`src/design/bfr_pkg.sv`:
```
// Constants shared by the bridge fault response block and its
// host reset hold timer.
// Assumes a single 100 MHz system clock for every count below.
package bfr_pkg;

  // Bridge size, demand width and APB address width defaults
  localparam int NUM_SW = 6;
  localparam int DEMAND_W = 8;
  localparam int ADDR_W = 8;

  // Register byte offsets
  localparam logic [7:0] OFS_CTRL = 8'h00;
  localparam logic [7:0] OFS_STATUS = 8'h04;
  localparam logic [7:0] OFS_DIAG = 8'h08;
  localparam logic [7:0] OFS_IRQ_STAT = 8'h0C;
  localparam logic [7:0] OFS_IRQ_MASK = 8'h10;

  // Control register fields
  localparam int CTRL_W = 4;
  localparam int CTRL_RUN = 0;
  localparam int CTRL_SOF = 1;
  localparam int CTRL_ARC = 2;
  localparam int CTRL_DSR = 3;
  localparam logic [3:0] CTRL_RESET = 4'h0;

  // Event / live condition bit positions, shared by status and irq
  localparam int NUM_EV = 8;
  localparam int EV_MAIN_UV = 0;
  localparam int EV_LOGIC_UV = 1;
  localparam int EV_GDREG_UV = 2;
  localparam int EV_BOOT_UV = 3;
  localparam int EV_VDS_OV = 4;
  localparam int EV_TEMP_WARN = 5;
  localparam int EV_OVERTEMP = 6;
  localparam int EV_SYNC_LOSS = 7;
  localparam logic [7:0] IRQ_MASK_RESET = 8'h00;

  // Latched fault state bit positions
  localparam int NUM_LT = 4;
  localparam int LT_MAIN_UV = 0;
  localparam int LT_SYNC = 1;
  localparam int LT_SWITCH = 2;
  localparam int LT_RESET = 3;

  // Host reset hold time after the condition goes away
  localparam int HOLD_TIME_MS = 10;
  localparam int CLK_FREQ_KHZ = 100000;
  localparam int HOLD_CYCLES = HOLD_TIME_MS * CLK_FREQ_KHZ;

  // Host reset sequencer, Gray coded along free -> held -> wait
  typedef enum logic [1:0] {
    HR_FREE = 2'b00,
    HR_HELD = 2'b01,
    HR_WAIT = 2'b11
  } bfr_hr_state_t;

endpackage : bfr_pkg

```
`src/design/bfr_hold_timer.sv`:
```
// Host reset output sequencer: holds the reset low while a request is
// present and for a fixed count after it goes away.
// Assumes the request is synchronous to the clock.
`timescale 1ns/10ps
`default_nettype none
module bfr_hold_timer #(
  parameter int unsigned HOLD_CYCLES = bfr_pkg::HOLD_CYCLES
) (
  // Clock and reset
  input wire logic clk,
  input wire logic reset_n,
  // Reset request and resulting output
  input wire logic hold_req,
  output logic host_reset_out_n
);

  localparam int CW = $clog2(HOLD_CYCLES + 1);

  typedef struct packed {
    bfr_pkg::bfr_hr_state_t state;
    logic [CW-1:0] cnt;
    logic rst_n;
  } bfr_hr_regs_t;

  bfr_hr_regs_t s;
  bfr_hr_regs_t next_s;

  always_comb begin
    next_s = s;
    case (s.state)
      bfr_pkg::HR_FREE: begin
        if (hold_req) begin
          next_s.state = bfr_pkg::HR_HELD;
          next_s.rst_n = 1'b0;
        end
      end
      bfr_pkg::HR_HELD: begin
        next_s.rst_n = 1'b0;
        if (!hold_req) begin
          next_s.state = bfr_pkg::HR_WAIT;
          next_s.cnt = '0;
        end
      end
      bfr_pkg::HR_WAIT: begin
        if (hold_req) begin
          next_s.state = bfr_pkg::HR_HELD;
        end else if (s.cnt == CW'(HOLD_CYCLES - 1)) begin
          next_s.state = bfr_pkg::HR_FREE;
          next_s.rst_n = 1'b1;
        end else begin
          next_s.cnt = s.cnt + CW'(1);
        end
      end
      default: begin
        next_s.state = bfr_pkg::HR_HELD;
        next_s.rst_n = 1'b0;
      end
    endcase
  end

  // Host stays in reset for the hold time after our own reset too
  always_ff @(posedge clk or negedge reset_n) begin
    if (!reset_n) begin
      s <= '{state: bfr_pkg::HR_WAIT, cnt: '0, rst_n: 1'b0};
    end else begin
      s <= next_s;
    end
  end

  assign host_reset_out_n = s.rst_n;

endmodule : bfr_hold_timer
`default_nettype wire

```
`src/design/bfr_top.sv`:
```
// Bridge fault response logic with an APB register slave.
// Assumes fault inputs, gate requests and demand are synchronous
// levels on SYS_CLK; the host drives APB with zero-wait expectations.
`timescale 1ns/10ps
`default_nettype none
module bfr_top #(
  parameter int NUM_SW = bfr_pkg::NUM_SW,
  parameter int DEMAND_W = bfr_pkg::DEMAND_W,
  parameter int unsigned HOLD_CYCLES = bfr_pkg::HOLD_CYCLES
) (
  // Clock and reset
  input wire logic SYS_CLK,
  input wire logic RESET_N,
  // APB slave
  input wire logic PSEL,
  input wire logic PENABLE,
  input wire logic PWRITE,
  input wire logic [bfr_pkg::ADDR_W-1:0] PADDR,
  input wire logic [31:0] PWDATA,
  output logic [31:0] PRDATA,
  output logic PREADY,
  output logic PSLVERR,
  // Fault conditions from the detectors
  input wire logic FLT_MAIN_UV,
  input wire logic FLT_LOGIC_UV,
  input wire logic FLT_GDREG_UV,
  input wire logic [NUM_SW-1:0] FLT_BOOT_UV,
  input wire logic [NUM_SW-1:0] FLT_VDS_OV,
  input wire logic FLT_TEMP_WARN,
  input wire logic FLT_OVERTEMP,
  input wire logic FLT_SYNC_LOSS,
  // Commutation requests and operating demand
  input wire logic [NUM_SW-1:0] GATE_REQ,
  input wire logic [DEMAND_W-1:0] DEMAND,
  // Bridge gate drives and motor control
  output logic [NUM_SW-1:0] GATE_OUT,
  output logic MOTOR_RESTART,
  // Host supervision
  output logic HOST_RESET_OUT_N,
  output logic IRQ
);

  typedef struct packed {
    logic [bfr_pkg::CTRL_W-1:0] ctrl;
    logic [bfr_pkg::NUM_EV-1:0] irq_mask;
    logic [bfr_pkg::NUM_EV-1:0] irq_stat;
    logic [bfr_pkg::NUM_EV-1:0] cond_q;
    logic [bfr_pkg::NUM_LT-1:0] latch;
    logic [NUM_SW-1:0] sw_rec;
    logic inhibit;
    logic rst_inhibit;
    logic run_q;
    logic dem_zero_q;
    logic host_rst_q;
    logic [NUM_SW-1:0] req_q;
    logic [NUM_SW-1:0] block;
    logic [NUM_SW-1:0] gate;
    logic restart;
    logic irq;
    logic [31:0] prdata;
  } bfr_top_regs_t;

  bfr_top_regs_t s;
  bfr_top_regs_t next_s;

  logic [bfr_pkg::NUM_EV-1:0] live;
  logic [bfr_pkg::NUM_EV-1:0] rise;
  logic [bfr_pkg::NUM_EV-1:0] w1c;
  logic [NUM_SW-1:0] sw_cond;
  logic [NUM_SW-1:0] req_rise;
  logic [NUM_SW-1:0] next_block;
  logic [7:0] addr;
  logic stop_on_fault_enable;
  logic arc;
  logic dsr;
  logic run;
  logic dem_nz;
  logic setup_rd;
  logic wr_acc;
  logic rd_acc;
  logic mapped;
  logic permitted_read;
  logic clear_evt;
  logic reenable;
  logic hr_release;
  logic live_full;
  logic drive_ok;
  logic set_main;
  logic set_sync;
  logic set_sw;
  logic set_rst;
  logic host_rst_n;
  logic [31:0] status_word;
  logic [31:0] diag_word;
  logic [31:0] rd_mux;

  // Live conditions in event bit order
  assign live = {FLT_SYNC_LOSS, FLT_OVERTEMP, FLT_TEMP_WARN,
                 |FLT_VDS_OV, |FLT_BOOT_UV, FLT_GDREG_UV,
                 FLT_LOGIC_UV, FLT_MAIN_UV};
  assign rise = live & ~s.cond_q;
  assign sw_cond = FLT_BOOT_UV | FLT_VDS_OV;
  assign req_rise = GATE_REQ & ~s.req_q;

  assign stop_on_fault_enable = s.ctrl[bfr_pkg::CTRL_SOF];
  assign arc = s.ctrl[bfr_pkg::CTRL_ARC];
  assign dsr = s.ctrl[bfr_pkg::CTRL_DSR];
  assign run = s.ctrl[bfr_pkg::CTRL_RUN];
  assign dem_nz = |DEMAND;

  // APB decode; registers sit on aligned words
  assign addr = {PADDR[7:2], 2'b00};
  assign mapped = (addr == bfr_pkg::OFS_CTRL) ||
                  (addr == bfr_pkg::OFS_STATUS) ||
                  (addr == bfr_pkg::OFS_DIAG) ||
                  (addr == bfr_pkg::OFS_IRQ_STAT) ||
                  (addr == bfr_pkg::OFS_IRQ_MASK);
  assign setup_rd = PSEL && !PENABLE && !PWRITE;
  assign wr_acc = PSEL && PENABLE && PWRITE;
  assign rd_acc = PSEL && PENABLE && !PWRITE;
  assign w1c = (wr_acc && addr == bfr_pkg::OFS_IRQ_STAT) ?
               PWDATA[bfr_pkg::NUM_EV-1:0] : '0;

  assign permitted_read = rd_acc && !dsr &&
                          ((addr == bfr_pkg::OFS_STATUS) ||
                           (addr == bfr_pkg::OFS_DIAG));
  assign clear_evt = !dem_nz || !run || permitted_read;
  assign reenable = (s.dem_zero_q && dem_nz) || (!s.run_q && run);
  assign hr_release = host_rst_n && !s.host_rst_q;

  assign set_main = rise[bfr_pkg::EV_MAIN_UV] && !arc;
  assign set_sync = rise[bfr_pkg::EV_SYNC_LOSS] && !arc;
  assign set_sw = stop_on_fault_enable && (rise[bfr_pkg::EV_BOOT_UV] ||
                          rise[bfr_pkg::EV_VDS_OV]);
  assign set_rst = rise[bfr_pkg::EV_LOGIC_UV] ||
                   (stop_on_fault_enable && rise[bfr_pkg::EV_OVERTEMP]);

  assign live_full = live[bfr_pkg::EV_GDREG_UV] ||
                     live[bfr_pkg::EV_LOGIC_UV] ||
                     live[bfr_pkg::EV_SYNC_LOSS] ||
                     (stop_on_fault_enable && (live[bfr_pkg::EV_MAIN_UV] ||
                              live[bfr_pkg::EV_BOOT_UV] ||
                              live[bfr_pkg::EV_VDS_OV] ||
                              live[bfr_pkg::EV_OVERTEMP]));
  assign drive_ok = run && dem_nz && !s.inhibit && !s.rst_inhibit &&
                    !live_full && host_rst_n;

  genvar gi;
  generate
    for (gi = 0; gi < NUM_SW; gi++) begin : g_sw
      assign next_block[gi] = (!stop_on_fault_enable && sw_cond[gi]) ||
                              (s.block[gi] && !req_rise[gi]);
    end
  endgenerate

  assign status_word = {10'h000, s.block, drive_ok, !host_rst_n,
                        s.rst_inhibit, s.inhibit, s.latch, live};
  assign diag_word = {18'h00000, FLT_VDS_OV, 2'h0, FLT_BOOT_UV};

  always_comb begin
    case (addr)
      bfr_pkg::OFS_CTRL: rd_mux = {28'h0000000, s.ctrl};
      bfr_pkg::OFS_STATUS: rd_mux = status_word;
      bfr_pkg::OFS_DIAG: rd_mux = diag_word;
      bfr_pkg::OFS_IRQ_STAT: rd_mux = {24'h000000, s.irq_stat};
      bfr_pkg::OFS_IRQ_MASK: rd_mux = {24'h000000, s.irq_mask};
      default: rd_mux = 32'h00000000;
    endcase
  end

  always_comb begin
    next_s = s;
    next_s.cond_q = live;
    next_s.run_q = run;
    next_s.dem_zero_q = !dem_nz;
    next_s.host_rst_q = host_rst_n;
    next_s.req_q = GATE_REQ;

    // Register writes and read data capture
    if (wr_acc && addr == bfr_pkg::OFS_CTRL) begin
      next_s.ctrl = PWDATA[bfr_pkg::CTRL_W-1:0];
    end
    if (wr_acc && addr == bfr_pkg::OFS_IRQ_MASK) begin
      next_s.irq_mask = PWDATA[bfr_pkg::NUM_EV-1:0];
    end
    if (setup_rd) begin
      next_s.prdata = rd_mux;
    end

    // New events win over a write-one clear
    next_s.irq_stat = rise | (s.irq_stat & ~w1c);
    next_s.irq = |(next_s.irq_stat & next_s.irq_mask);

    next_s.latch[bfr_pkg::LT_MAIN_UV] = set_main ||
      (s.latch[bfr_pkg::LT_MAIN_UV] && !clear_evt);
    next_s.latch[bfr_pkg::LT_SYNC] = set_sync ||
      (s.latch[bfr_pkg::LT_SYNC] && !clear_evt);
    next_s.latch[bfr_pkg::LT_SWITCH] = set_sw ||
      (s.latch[bfr_pkg::LT_SWITCH] && !clear_evt);
    next_s.latch[bfr_pkg::LT_RESET] = set_rst ||
      (s.latch[bfr_pkg::LT_RESET] && !hr_release);
    next_s.sw_rec = (stop_on_fault_enable ? sw_cond : '0) |
      (s.sw_rec & ~(clear_evt ? {NUM_SW{1'b1}} : '0));

    next_s.inhibit = set_sync || (stop_on_fault_enable && set_main) || set_sw ||
                     (s.inhibit && !reenable);
    next_s.rst_inhibit = set_rst ||
      (s.rst_inhibit && !(reenable || permitted_read));

    next_s.block = next_block;
    next_s.gate = drive_ok ? (GATE_REQ & ~s.block & ~sw_cond) : '0;

    next_s.restart = arc && s.cond_q[bfr_pkg::EV_SYNC_LOSS] &&
                     !live[bfr_pkg::EV_SYNC_LOSS];
  end

  always_ff @(posedge SYS_CLK or negedge RESET_N) begin
    if (!RESET_N) begin
      s <= '0;
      s.ctrl <= bfr_pkg::CTRL_RESET;
      s.irq_mask <= bfr_pkg::IRQ_MASK_RESET;
      s.dem_zero_q <= 1'b1;
    end else begin
      s <= next_s;
    end
  end

  bfr_hold_timer #(
    .HOLD_CYCLES(HOLD_CYCLES)
  ) u_hold (
    .clk(SYS_CLK),
    .reset_n(RESET_N),
    .hold_req(FLT_LOGIC_UV || (stop_on_fault_enable && FLT_OVERTEMP)),
    .host_reset_out_n(host_rst_n)
  );

  assign PRDATA = s.prdata;
  assign PREADY = 1'b1;
  assign PSLVERR = PSEL && PENABLE && !mapped;
  assign GATE_OUT = s.gate;
  assign MOTOR_RESTART = s.restart;
  assign HOST_RESET_OUT_N = host_rst_n;
  assign IRQ = s.irq;

endmodule : bfr_top
`default_nettype wire

```
`config.mk`:
```
export PLATFORM = sky130hd
export DESIGN_NAME = bfr_top
export DESIGN_NICKNAME = d
export VERILOG_FILES = /design/src/design/bfr_pkg.sv /design/src/design/bfr_hold_timer.sv /design/src/design/bfr_top.sv
export SDC_FILE = /design/constraint.sdc
export NUM_CORES = 1
export LEC_CHECK = 0
export BUFFER_PORTS_ARGS = -buffer_cell sky130_fd_sc_hd__buf_2
export CELL_PAD_IN_SITES_DETAIL_PLACEMENT = 1
export CELL_PAD_IN_SITES_GLOBAL_PLACEMENT = 1
export CORE_UTILIZATION = 37
export DETAILED_ROUTE_END_ITERATION = 10
export MAX_ROUTING_LAYER = met4
export PLACE_DENSITY = 0.81
export SYNTH_ARGS = -nofsm -noshare
export SYNTH_HDL_FRONTEND = slang
export SYNTH_SLANG_ARGS = --single-unit
export TNS_END_PERCENT = 50
```
`constraint.sdc`:
```
create_clock -name SYS_CLK -period 1.8 [get_ports SYS_CLK]
set_clock_uncertainty 0.05 [all_clocks]
set_input_delay 0 -clock SYS_CLK [delete_from_list [all_inputs] [get_ports SYS_CLK]]
set_output_delay 0 -clock SYS_CLK [all_outputs]
set_load 0.01 [all_outputs]
```
==> results.yml <==
timing:
  fmax_ghz: 0.527
  worst_slack_setup_final_ns: -0.0974
  post-route-min-period_ns: 1.90
  report.final.setup_viol: 9
  rsz0062_at_grt: "true"
  timing_max_transition_violations_final: 0
  timing.slew.headroom_pct: 57.2
  timing_worst_slew_pin_value_ns: 0.641
  fin_worst_hold_slack_ns: 0.0189
  post-route-period-util_pct: 105
  timing_hold_violations_final: 0
critical_path:
  required_ns: 1.99
  timing.critical_path.fanout_max: 5
  worstSetupEndpointType: "flop"
  cp_top_family: "simple AND/OR/NAND/NOR gates"
  worst_path_max_delay_cell: "sky130_fd_sc_hd__dfrtp_1"
  cp_slowest_stage_delay_ns: 0.44
  ff2ff_setup_slack_ns: -0.1
  critical_path_at_ns: 2.09
  r2r-end: "u_hold.s[19]"
  setup.worst_path.start_class: "flop"
  critical_path.reg2reg.startpoint: "u_hold.s[2]"
  critPathKind: "reg2reg"
  cp_cell_sequence: "ha_4, and3_4, nand4_1, nor3_2, mux2_4, a22o_1"
  worst_r2r_path_depth: 6
  timing.critical_path.buf_inv: 0
floorplanning:
  fp.coreArea_mm2: 0.0128
  dieWidth_um: 117
  start_util_pct: 38.3
  placementRows: 41
  die_extent_in_y_um: 117
  design.portCount: 120
  fp.dieArea_mm2: 0.0137
logic_synthesis:
  synth_top_flop_cell: "sky130_fd_sc_hd__dfrtp_1"
  synthesis.area_per_instance_um2: 10.4
  yosys.area.top_type_share_pct: 50.7
  yosys.cell_types.count: 57
  netlist.top_cell.by_area: "sky130_fd_sc_hd__dfrtp_1"
  synth_common_cells: "99 x sky130_fd_sc_hd__dfrtp_1, 48 x sky130_fd_sc_hd__nor2_1, 40 x sky130_fd_sc_hd__nand2_1"
  count_of_flip_flops_with_a_built_in_enable_after_synthesis: 0
  yosys.cell_count.top_type: "sky130_fd_sc_hd__dfrtp_1"
  post_synth_instance_area_mm2: 0.00489
  ys_warn_count: 0
  synthCells: 470
  post_synthesis_sequential_area_ratio_pct: 52.3
  postSynthRegisterBits: 102
  ys_top_cells_by_area: "sky130_fd_sc_hd__dfrtp_1 51%, sky130_fd_sc_hd__buf_4 6.0%, sky130_fd_sc_hd__mux2_2 3.9%, sky130_fd_sc_hd__nor2_1 3.7%, sky130_fd_sc_hd__nand2_1 3.1%"
  synth_async_sr_flop_share_pct: 100
routing:
  wl_per_cell_um: 20.0
  antenna_violating_nets_post_route: 0
  detail_route.drc_violations: 0
  drt-pass1-iter-count: 5
  initialDrtViolationCount: 309
  avgViaCountPerCell: 5.55
  detail_route.wirelength_mm: 15.4
  route.vias.total: 4275
final_layout:
  final_layout_size_suffix_gt1_share_pct: 33.6
  num_antenna_cells: 0
  reg_area_mm2: 0.00256
  fin_nets: 671
  fillCellCount: 1397
  area_growth_syn_to_layout_pct: 30.2
  multiInputGateArea_mm2: 0.00211
clock_network:
  inserted_clock_buffers: 9
  worst_skew_pair.late_latency_ns: 0.35
  cts_tree: "done"
  clock_path_buffers: 2
  cts_root_buf: "sky130_fd_sc_hd__clkbuf_16"
  ctsHtreeMaxLevel: 3
  clock_sink_count: 102
  clock_transition_at_the_registers_of_the_reported_paths_ns: 0.08
run_status:
  violations: "negative setup slack"
  run_status: "finished, violations left"
run:
  max_cap_violations: 0
placed_design:
  detailedPlacementHpwl_mm: 10.1
  count_of_port_buffers_added_during_placement: 82
  place_congestion: 0.880
global_route:
  number_of_global_route_vias_before_repair: 4578
  wire_length_of_the_first_global_routing_pass_mm: 24.3
  grt_use_total_pct: 24.7
  antenna_found_initial: 0
  grt_overflow_total: 0
  grt_max_degree: 63
power:
  vdd.ir_drop.worst_mv: 0.407
  power_w: 0.00513
  leakage_dissipation_nw: 2.92
  power-per-cell-area_mw_per_mm2: 806
hold_path:
  holdCritPathClass: "in2reg"
  worst_hold_path.endpoint: "PRDATA[4]"
  hp-start: "FLT_BOOT_UV[4]"
  timing.hold.worst_path_depth: 3
## logic make-up (layout without fill, tap and decap cells)
kind of cell	Yosys count	count (layout)	share of synthesized area, %
other	2	11	0.154
XOR/XNOR	9	9	1.61
buffers and inverters	74	193	9.17
flip-flops	102	102	52.3
adder cells (fa/ha/maj)	1	1	0.256
AND/OR/NAND/NOR	169	169	19.0
AO/OA/AOI/OAI	96	96	13.5
multiplexers	17	17	3.92
## flip-flops by register name (all words and copies together) (netlist names)
signal	count
PRDATA	22
arc	1
GATE_OUT	6
MOTOR_RESTART	1
IRQ	1
u_hold.s	22
u_hold.host_reset_out_n	1
next_s	1
dsr	1
s	46
## area by class of cell
class | count | share of cell area, %
flip-flops and latches | 102 | 40.2
multi-input cells | 303 | 33.1
repair buffers | 161 | 17.7
clock buffers | 9 | 3.54
well taps | 172 | 3.38
clock inverters | 7 | 1.08
inverters | 16 | 0.944
## worst max path at each step
stage,startpoint,to,cells past startpoint
final,u_hold.s[2],u_hold.s[19],6
after detailed placement,s[56],GATE_OUT[3],5
after global routing,u_hold.s[13],u_hold.s[18],8
after floorplan,u_hold.s[13],u_hold.s[1],5
after CTS,u_hold.s[13],u_hold.s[4],6
after global placement,u_hold.s[13],u_hold.s[1],5
## stage by stage
step	TNS (ns)	setup WS [ns]	util, %	std cells	area [µm²]
floorplan	-0.126	-0.0558	-	479	4920
global placement	-0.0459	-0.0319	43.0	715	5490
detailed placement	-1.02	-0.164	43.0	715	5490
CTS	-0.280	-0.0583	48.8	768	6240
global route	-2.12	-0.179	49.8	770	6360
finish	-0.307	-0.0974	49.8	770	6360
## layer usage
metal  track usage, %  part of all wire (%)  vias to the layer above
met5                -                     0                        -
met4             11.8                   2.6                        0
met3             3.14                   4.9                       35
met2             43.0                    52                      159
met1             28.2                    40                     2191
li1                 -                     -                     1890
## where the power goes
group,total (W),switching (W),internal (W)
logic,0.000661,0.000365,0.000297
registers,0.00250,0.0000934,0.00241
clock network,0.00196,0.000976,0.000987
total,0.00513,0.00143,0.00369
## cell usage in the layout, fill, tap and decap left out, types with 5 or more instances in the layout
cell / synthesis / routed
sky130_fd_sc_hd__dfrtp_1: 99 / 99
sky130_fd_sc_hd__buf_2: 6 / 81
sky130_fd_sc_hd__nor2_1: 48 / 47
sky130_fd_sc_hd__buf_4: 39 / 40
sky130_fd_sc_hd__nand2_1: 40 / 39
sky130_fd_sc_hd__dlygate4sd3_1: 0 / 36
sky130_fd_sc_hd__o21ai_0: 29 / 23
sky130_fd_sc_hd__inv_1: 16 / 16
sky130_fd_sc_hd__mux2_2: 17 / 16
sky130_fd_sc_hd__nand3_1: 15 / 15
sky130_fd_sc_hd__nand4_1: 13 / 13
sky130_fd_sc_hd__a22o_1: 11 / 11
sky130_fd_sc_hd__conb_1: 2 / 11
sky130_fd_sc_hd__xnor2_1: 9 / 9
sky130_fd_sc_hd__clkbuf_16: 0 / 9
sky130_fd_sc_hd__a22oi_1: 8 / 8
sky130_fd_sc_hd__o21ai_1: 1 / 7
sky130_fd_sc_hd__a21oi_1: 11 / 7
sky130_fd_sc_hd__and3_1: 8 / 6
sky130_fd_sc_hd__nor4b_4: 2 / 6
sky130_fd_sc_hd__a221oi_1: 6 / 6
sky130_fd_sc_hd__a31oi_1: 7 / 6
sky130_fd_sc_hd__nor3_2: 1 / 5
sky130_fd_sc_hd__nor4_1: 5 / 5
sky130_fd_sc_hd__a21oi_2: 1 / 5
## timing repair
| item | CTS | global route |
|---|---|---|
| setup buffers | 1 | 2 |
| resized for setup | 17 | 26 |
| pin swaps | 2 | 8 |
| hold endpoints to repair | 155 | 0 |
| hold buffers | 36 | 0 |
| endpoints found under the setup margin | 17 | 29 |
## tightest hold or removal path: stages
cell	delay, ns
sky130_fd_sc_hd__buf_2	0.12
sky130_fd_sc_hd__a222oi_1	0.08
sky130_fd_sc_hd__a31oi_1	0.16
(Power assumes the default switching activity.)
